==> src/rtl/fhs_pkg.sv <==
// Package with constants and types for the find home sequencer
`default_nettype none
package fhs_pkg;
    // Fault codes, hexadecimal
    localparam logic [7:0] FLT_FINGER_FREE = 8'h40;
    localparam logic [7:0] FLT_HOME_VERIFY = 8'h41;
    localparam logic [7:0] FLT_CLEARANCE = 8'h44;
    localparam logic [7:0] FLT_FINGER_STOP = 8'h45;
    localparam logic [7:0] FLT_CARR_INIT = 8'h46;
    localparam logic [7:0] FLT_XLATE_NLS = 8'h47;
    localparam logic [7:0] FLT_CARR_LS = 8'h48;
    localparam logic [7:0] FLT_CARR_NLS = 8'h49;
    localparam logic [7:0] FLT_ORIENT = 8'h4a;
    localparam logic [7:0] FLT_FLIP = 8'h4c;
    localparam logic [7:0] FLT_CART_DET = 8'h4d;
    localparam logic [7:0] FLT_SENS_LS = 8'h60;
    localparam logic [7:0] FLT_SENS_NLS = 8'h61;
    // Fault kinds reported by the motor subsystem
    localparam logic [1:0] KIND_MOTION = 2'h0;
    localparam logic [1:0] KIND_FLIP = 2'h1;
    localparam logic [1:0] KIND_SENSOR = 2'h2;
    // Speed settings
    localparam logic [1:0] SPD_FULL = 2'h0;
    localparam logic [1:0] SPD_HALF = 2'h1;
    localparam logic [1:0] SPD_QUARTER = 2'h2;
    // Limits
    localparam int FAIL_LIMIT = 4;
    localparam int FRU_COUNT = 3;
    localparam int PHASE_COUNT = 14;
    localparam logic [3:0] PH_FIRST = 4'h1;
    localparam logic [3:0] PH_LAST = 4'he;
    // Hardware error code reported after the failure limit
    localparam logic [7:0] HW_ERR_CODE = 8'hf0;
    typedef enum {
        ST_IDLE,
        ST_ISSUE,
        ST_WAIT,
        ST_CALIB,
        ST_DONE,
        ST_HALT
    } fhs_state_t;
endpackage
`default_nettype wire

==> src/rtl/fhs_sequencer.sv <==
// Find home sequencer: ordered homing phases with retry and fault report
// Contract
// - Phase 1 frees gripper fingers before carriage travel; fault 40.
// - Phase 2 clears room for a flip; carriage fault 44.
// - Phase 3 retracts fingers to mechanical stop; fault 45.
// - Phase 4 drives carriage to drive-end stop; fault 46.
// - Phase 5 translates gripper to non-leadscrew side; fault 47.
// - Phase 6 confirms home by sensor; fault 41, or 61 for sensor.
// - Phase 7 retracts fingers to stop again; fault 45.
// - Phase 8 translates to leadscrew side, carriage far; fault 48.
// - Phase 9 detects held cartridge by plunging fingers; fault 4D.
// - Phase 10 finds orientation; faults 4A motion, 4C flip, 60 sensor.
// - Phase 11 calibrates on leadscrew sensor twice; 48, 4C, 60.
// - Phase 12 calibrates on other sensor twice; 49, 4C, 61.
// - Phase 13 translates non-leadscrew side, carriage far; fault 49.
// - Phase 14 steps toward drives and flips if misoriented; fault 4C.
// - Repeat whole list until clean pass or four failures total.
// - On four failures stop, name three units, report hardware error.
// - Retry limit setting 1 runs each phase once, no recovery.
// - Motions may run at half or quarter speed by speed setting.
// - Faults go out as motion-step codes, never to operator panel.
// - Every fault code is a hexadecimal value.
// - No assumed start state; on completion start calibration routine.
`timescale 1ns/1ns
`default_nettype none
module fhs_sequencer
    import fhs_pkg::*;
(
    // Clock and reset
    input wire logic mclk,
    input wire logic nrst,
    // Control
    input wire logic start,
    input wire logic [3:0] retry_limit_setting,
    input wire logic [1:0] speed_setting,
    input wire logic need_flip,
    // Motor subsystem command
    output logic cmd_valid,
    output logic [3:0] cmd_phase,
    output logic cmd_face,
    output logic [1:0] cmd_speed,
    // Motor subsystem answer
    input wire logic mot_done,
    input wire logic mot_fault,
    input wire logic [1:0] mot_fault_kind,
    // Fault report
    output logic fault_valid,
    output logic [7:0] fault_code,
    output logic [2:0] fail_count,
    // Completion
    output logic busy,
    output logic home_ok,
    output logic calib_start,
    output logic hw_error,
    output logic [7:0] hw_error_code,
    output logic [23:0] fru_list
);
    // ************************************************************
    // Fault code selection
    // ************************************************************
    function automatic logic [7:0] code_for(input logic [3:0] ph, input logic [1:0] kind);
        logic [7:0] c;
        c = FLT_FINGER_FREE;
        case (ph)
            4'h1: c = FLT_FINGER_FREE;
            4'h2: c = FLT_CLEARANCE;
            4'h3: c = FLT_FINGER_STOP;
            4'h4: c = FLT_CARR_INIT;
            4'h5: c = FLT_XLATE_NLS;
            4'h6: c = (kind == KIND_SENSOR) ? FLT_SENS_NLS : FLT_HOME_VERIFY;
            4'h7: c = FLT_FINGER_STOP;
            4'h8: c = FLT_CARR_LS;
            4'h9: c = FLT_CART_DET;
            4'ha: c = (kind == KIND_SENSOR) ? FLT_SENS_LS :
                      (kind == KIND_FLIP) ? FLT_FLIP : FLT_ORIENT;
            4'hb: c = (kind == KIND_SENSOR) ? FLT_SENS_LS :
                      (kind == KIND_FLIP) ? FLT_FLIP : FLT_CARR_LS;
            4'hc: c = (kind == KIND_SENSOR) ? FLT_SENS_NLS :
                      (kind == KIND_FLIP) ? FLT_FLIP : FLT_CARR_NLS;
            4'hd: c = FLT_CARR_NLS;
            4'he: c = FLT_FLIP;
            default: c = FLT_FINGER_FREE;
        endcase
        return c;
    endfunction

    // ************************************************************
    // Sequencer state
    // ************************************************************
    fhs_state_t state_r, state_nxt;
    logic [3:0] phase_r, phase_nxt;
    logic face_r, face_nxt;
    logic [2:0] fails_r, fails_nxt;
    logic [7:0] fcode_r, fcode_nxt;
    logic fvalid_r, fvalid_nxt;
    logic [1:0] speed_r, speed_nxt;
    logic once_r, once_nxt;
    logic [7:0] last_r [FRU_COUNT];
    logic [7:0] last_nxt [FRU_COUNT];
    logic [7:0] hwc_r, hwc_nxt;
    logic is_last;

    // Last phase of the ordered list
    assign is_last = (phase_r == PH_LAST);

    // Next state of the sequencer
    always_comb begin
        state_nxt = state_r;
        phase_nxt = phase_r;
        face_nxt = face_r;
        fails_nxt = fails_r;
        fcode_nxt = fcode_r;
        fvalid_nxt = 1'b0;
        speed_nxt = speed_r;
        once_nxt = once_r;
        last_nxt = last_r;
        hwc_nxt = hwc_r;
        case (state_r)
            ST_IDLE, ST_DONE, ST_HALT: begin
                if (start) begin
                    // Nothing assumed about the mechanism; always from phase 1
                    state_nxt = ST_ISSUE;
                    phase_nxt = PH_FIRST;
                    face_nxt = 1'b0;
                    fails_nxt = 3'h0;
                    speed_nxt = speed_setting;
                    once_nxt = (retry_limit_setting == 4'h1);
                    hwc_nxt = 8'h00;
                end
            end
            ST_ISSUE: begin
                state_nxt = ST_WAIT;
            end
            ST_WAIT: begin
                if (mot_fault) begin
                    fcode_nxt = code_for(phase_r, mot_fault_kind);
                    fvalid_nxt = 1'b1;
                    fails_nxt = fails_r + 3'h1;
                    last_nxt[2] = last_r[1];
                    last_nxt[1] = last_r[0];
                    last_nxt[0] = code_for(phase_r, mot_fault_kind);
                    if (once_r) begin
                        state_nxt = ST_HALT;
                    end else if (fails_r == 3'(FAIL_LIMIT - 1)) begin
                        state_nxt = ST_HALT;
                        hwc_nxt = HW_ERR_CODE;
                    end else begin
                        state_nxt = ST_ISSUE;
                        phase_nxt = PH_FIRST;
                        face_nxt = 1'b0;
                    end
                end else if (mot_done) begin
                    if ((phase_r == 4'hb || phase_r == 4'hc) && !face_r) begin
                        face_nxt = 1'b1;
                        state_nxt = ST_ISSUE;
                    end else if (is_last) begin
                        state_nxt = ST_CALIB;
                    end else begin
                        face_nxt = 1'b0;
                        phase_nxt = phase_r + 4'h1;
                        // Skip the final flip when already facing the arm
                        if (phase_r == 4'hd && !need_flip) begin
                            state_nxt = ST_CALIB;
                        end else begin
                            state_nxt = ST_ISSUE;
                        end
                    end
                end
            end
            ST_CALIB: begin
                state_nxt = ST_DONE;
            end
            default: state_nxt = ST_IDLE;
        endcase
    end

    // Register the sequencer state
    always_ff @(posedge mclk) begin
        if (!nrst) begin
            state_r <= ST_IDLE;
            phase_r <= 4'h0;
            face_r <= 1'b0;
            fails_r <= 3'h0;
            fcode_r <= 8'h00;
            fvalid_r <= 1'b0;
            speed_r <= SPD_FULL;
            once_r <= 1'b0;
            last_r <= '{default: 8'h00};
            hwc_r <= 8'h00;
        end else begin
            state_r <= state_nxt;
            phase_r <= phase_nxt;
            face_r <= face_nxt;
            fails_r <= fails_nxt;
            fcode_r <= fcode_nxt;
            fvalid_r <= fvalid_nxt;
            speed_r <= speed_nxt;
            once_r <= once_nxt;
            last_r <= last_nxt;
            hwc_r <= hwc_nxt;
        end
    end

    // ************************************************************
    // Outputs
    // ************************************************************
    // Command is one pulse per phase attempt
    assign cmd_valid = (state_r == ST_ISSUE);
    assign cmd_phase = phase_r;
    assign cmd_face = face_r;
    assign cmd_speed = speed_r;
    assign fault_valid = fvalid_r;
    assign fault_code = fcode_r;
    assign fail_count = fails_r;
    assign busy = (state_r == ST_ISSUE) || (state_r == ST_WAIT);
    assign home_ok = (state_r == ST_DONE);
    assign calib_start = (state_r == ST_CALIB);
    assign hw_error = (state_r == ST_HALT) && (fails_r == 3'(FAIL_LIMIT));
    assign hw_error_code = hwc_r;
    // Three suspect units, most recent fault first
    assign fru_list = {last_r[0], last_r[1], last_r[2]};
endmodule
`default_nettype wire

==> config.mk <==
export PLATFORM = sky130hd
export DESIGN_NAME = fhs_sequencer
export DESIGN_NICKNAME = d
export VERILOG_FILES = /design/src/rtl/fhs_pkg.sv /design/src/rtl/fhs_sequencer.sv
export SDC_FILE = /design/constraint.sdc
export NUM_CORES = 1
export LEC_CHECK = 0
export ABC_AREA = 1
export BUFFER_PORTS_ARGS = -buffer_cell sky130_fd_sc_hd__buf_2
export CAP_MARGIN = 40
export CORE_MARGIN = 10
export CORE_UTILIZATION = 30
export DETAILED_ROUTE_END_ITERATION = 7
export GPL_ROUTABILITY_DRIVEN = 1
export PLACE_DENSITY = 0.58
export REMOVE_ABC_BUFFERS = 1
export SYNTH_ARGS = -nofsm -noshare
export SYNTH_HDL_FRONTEND = slang
export SYNTH_SLANG_ARGS = --single-unit
==> constraint.sdc <==
create_clock -name mclk -period 3.3 [get_ports mclk]
set_input_delay 0.495 -clock mclk [delete_from_list [all_inputs] [get_ports mclk]]
set_output_delay 0.495 -clock mclk [all_outputs]
set_load 0.05 [all_outputs]
# Word-level counts from Yosys, hierarchy flattened
# Cells that the tools add are included.
dict set report op_classes {
  add_sub_neg 2
  eq_ne 38
  mux 42
  reduce_logical 19
}
# operator count
set op_table {}
lappend op_table {{$eq A32 B3 Y1 const B} 4}
lappend op_table {{$pmux W32 S4} 1}
lappend op_table {{$eq A32 B2 Y1 const B} 3}
lappend op_table {{$mux W32} 3}
lappend op_table {{$pmux W6 S12} 1}
lappend op_table {{$eq A32 B4 Y1 const B} 2}
lappend op_table {{$eq A32 B1 Y1 const B} 1}
lappend op_table {{$logic_not A32 Y1} 1}
lappend op_table {{$mux W8} 4}
lappend op_table {{$eq A4 B4 Y1 const B} 7}
lappend op_table {{$mux W4} 7}
lappend op_table {{$mux W6} 4}
lappend op_table {{$mux W3} 7}
lappend op_table {{$eq A4 B3 Y1 const B} 4}
lappend op_table {{$pmux W8 S2} 1}
lappend op_table {{$ne A3 B3 Y1 const B} 5}
lappend op_table {{$eq A4 B2 Y1 const B} 2}
lappend op_table {{$mux W1} 8}
lappend op_table {{$ne A2 B2 Y1 const B} 4}
lappend op_table {{$pmux W4 S2} 1}
lappend op_table {{$reduce_and A2 Y1} 4}
lappend op_table {{$reduce_and A7 Y1} 1}
lappend op_table {{$mux W2} 3}
lappend op_table {{$pmux W3 S2} 1}
lappend op_table {{18 further kinds} 22}
dict set report word_totals {
  ff_bits 76
  in_bits 14
}

# Depth between registers and ports, before layout
dict set report logic_depth {
  word_depth 8
  mapped_depth 10
}

# Worst setup path before layout
# Ideal clock, no wire load.
dict set report synth_timing {
  path_kind {reg-to-output}
  start {register fails_r[0], in the netlist fail_count[0]}
  end {output port hw_error}
  arrival_ps 1879
  required_time_ps 2805
  path_slack_ps 926
  path_stages_with_launch 5
  n_path_buf 0
  cell_sequence {dfxtp_1 > inv_1 > ha_1 > nand3_1 > nor3_1}
}
dict set report synth_via {
  elab_chain_cells 2
}
# item line_no
set synth_rtl {}
lappend synth_rtl {{start: declaration} fhs_sequencer.sv:93} ;# logic [2:0] fails_r, fails_nxt;
lappend synth_rtl {{start signal: assignment} fhs_sequencer.sv:194} ;# fails_r <= fails_nxt;
lappend synth_rtl {{$eq A3 B3 Y1} fhs_sequencer.sv:218} ;# assign hw_error = (state_r == ST_HALT) && (fails_r == 3'(FAIL_LIMIT));
lappend synth_rtl {{$logic_and A1 B1 Y1} fhs_sequencer.sv:218}
lappend synth_rtl {{end: declaration} fhs_sequencer.sv:54} ;# output logic hw_error,
# No other way between the ends.

# Worst setup path after layout
# Ends and elaborated chain as after synthesis.

==> results.sh <==
export IMPL_timing_hold_worst_class="flop to flop"
export IMPL_setup_tns_final_ns=0
export IMPL_layout_drive_gt1_share_pct=23.9
export IMPL_dpl_worst_slack_ns=1.61
export IMPL_cp_max_fo=5
export IMPL_end_kind="output pin"
export IMPL_cp_arrival_ns=1.38
export IMPL_synth_cell_types=25
export IMPL_rsz0062_at_grt="no"
export IMPL_cts_hold_buf=0
export IMPL_fmax_ghz=0.533
export IMPL_grt_busiest_layer="met2"
export IMPL_yosysWarnings=0
export IMPL_leakagePower_nw=1.21
export IMPL_synth_top_cells_by_count="nand2_1, nor2_1, dfxtp_1, inv_1, buf_4"
export IMPL_row_count=29
export IMPL_io_pins=70
export IMPL_fin_nets=355
export IMPL_timing_critical_path_buf_inv=2
export IMPL_peakVddDrop_uv=289
export IMPL_multi_input_area_sq_um=995
export IMPL_grt_use_total_pct=9.51
export IMPL_die_area_sq_um=10100
export IMPL_hold_viol=0
export IMPL_yosysSeqAreaShare_pct=34.9
export IMPL_cts_buffers_inserted=5
export IMPL_synth_area_sq_um=1950
export IMPL_antenna_left=0
export IMPL_path_cells="inv_1, ha_1, nand3_1, nor3_1, buf_2"
export IMPL_postSynth_asyncResetShare_pct=0
export IMPL_drt_iter0_drc=120
export IMPL_die_h_um=101
export IMPL_start_util_pct=30.9
export IMPL_crit_type="flop to output pin"
export IMPL_cts_resized_gates=0
export IMPL_required_ns=2.80
export IMPL_core_area_sq_um=6310
export IMPL_setup_viol=0
export IMPL_grt_first_pass_wirelength_um=8010
export IMPL_pwr_density_cell_nw_per_um2=516
export IMPL_use_met1_pct=11.1
export IMPL_clk_latency_ns=0.28
export IMPL_cts_sinks=34
export IMPL_synth_area_leader_cell="dfxtp_1"
export IMPL_grt_pass1_vias=1746
export IMPL_finalClockSkew_ns=0.00356
export IMPL_utilization_pct=36.2
export IMPL_routedWlPerCell_um=12.0
export IMPL_post_dp_hpwl_um=3890
export IMPL_cts_setup_buffers=0
export IMPL_layout_worst_path_cycle_share_pct=56.8
export IMPL_io_buffer_count=57
export IMPL_cp_slowest_stage_delay_ns=0.35
export IMPL_cp_top_family="buffers and inverters"
export IMPL_period_minus_slack_ns=1.87
export IMPL_ys_seq_elements=34
export IMPL_drv_cap=0
export IMPL_gr_usage_met2_pct=15.5
export IMPL_routed_via_density=4.40
export IMPL_first_pass_iters=4
export IMPL_crit_slowest_cell="dfxtp_1"
export IMPL_startpoint_type="flop"
export IMPL_n_fill_cell=689
export IMPL_slew_violations=0
export IMPL_synth_area_leaders="dfxtp_1, nand2_1, nor2_1"
export IMPL_grt_antenna_before_repair=0
export IMPL_syn_to_final_growth_pct=17.3
export IMPL_status="finished clean"
export IMPL_drt_wl_total_um=4900
export IMPL_grtUsageMet3_pct=3.91
export IMPL_worst_slack_ns=1.43
export IMPL_grt_overflow_total=0
export IMPL_synth_flop_cell="dfxtp_1"
export IMPL_cts_tree="done"
export IMPL_htreeDepth=2
export IMPL_synth_edff_count=0
export IMPL_post_synth_inst_count=285
export IMPL_clkSlewWorstSetupHoldPaths_ns=0.07
export IMPL_synth_most_common_cell="nand2_1"
export IMPL_grt_max_degree=22
export IMPL_die_w_um=101
export IMPL_num_antenna_cells=0
export IMPL_gp_congestion=0.797
export IMPL_synth_top_area_share_pct=34.9
export IMPL_vias=1796
export IMPL_finalPower_mw=1.18
export IMPL_clockRootBuffer="clkbuf_8"
export IMPL_cts_max_path_buffers=2
export IMPL_syn_avg_cell_area_sq_um=6.84
export IMPL_drc=0
export IMPL_seq_area_sq_um=681
[placed cells by master, fill, tap and decap left out]
master / netlist / layout
nand3_2: 3 / 3
ha_1: 10 / 10
a31oi_1: 2 / 2
inv_2: 6 / 6
o21ai_0: 18 / 18
dfxtp_1: 34 / 34
or2_1: 1 / 1
nand2_1: 54 / 54
nor4b_1: 1 / 1
conb_1: 1 / 12
buf_4: 21 / 1
nand4_1: 2 / 2
nor2_4: 3 / 3
nor2_2: 1 / 1
xor2_1: 1 / 1
buf_2: 5 / 57
nand3_1: 20 / 20
bufinv_16: 0 / 1
nor2_1: 51 / 51
clkbuf_8: 0 / 6
inv_1: 23 / 23
o21ai_1: 1 / 1
a21oi_1: 17 / 17
nor3_1: 5 / 5
nand2_2: 1 / 1
[final cells by class]
| class | instances | area share, % |
|---|---|---|
| multi-input cells | 203 | 43.5 |
| clock buffers | 6 | 3.61 |
| clock inverters | 1 | 1.31 |
| flip-flops and latches | 34 | 29.8 |
| well taps | 77 | 4.21 |
| repair buffers | 58 | 12.8 |
| inverters | 29 | 4.76 |
[tightest hold or removal path, cell delays in order, from the launching register on]
cell and delay [ns]:
dfxtp_1 0.31, nand2_1 0.06, a21oi_1 0.05
[layer usage]
| metal | vias to the layer above | share of wire [%] |
|---|---|---|
| met5 | - | 0 |
| met4 | 0 | 0.96 |
| met3 | 7 | 8.1 |
| met2 | 44 | 47 |
| met1 | 789 | 44 |
| li1 | 956 | - |
[worst paths after layout]
kind | from | end | slack, ns | cells past startpoint
max reg2reg | state_r[1] | fail_count[2] | 1.62 | 6
min | cmd_speed[1] | cmd_speed[1] | 0.47 | 2
min reg2reg | cmd_speed[1] | cmd_speed[1] | 0.47 | 2
max | fail_count[0] | hw_error | 1.43 | 5
[sequential cells by signal (all words and copies together), names as in the netlist]
signal	cells
cmd_phase	4
fail_count	3
hw_error_code	1
once_r	1
cmd_speed	2
cmd_face	1
fru_list	18
fault_valid	1
state_r	3
[cell families after synthesis]
group	Yosys count	share of synthesized area [%]
compound gates	38	9.89
xor+xnor	1	0.450
fa+ha+maj	10	6.42
buf+inv	59	16.1
flops	34	34.9
other cells	1	0.192
simple gates	142	32.0
[stage by stage]
stage                     hold slack (ns)  instance area (sq um)  cells
after detailed placement            0.462                   2170    401
after floorplan                     0.454                   1780    266
after CTS                           0.472                   2290    408
after global routing                0.483                   2290    408
final                               0.467                   2290    408
after global placement              0.459                   2170    401
[power breakdown]
part	internal [mW]	switching (mW)
combinational	0.0781	0.253
clock	0.241	0.144
sequential	0.435	0.0276
(Power assumes the default switching activity.)
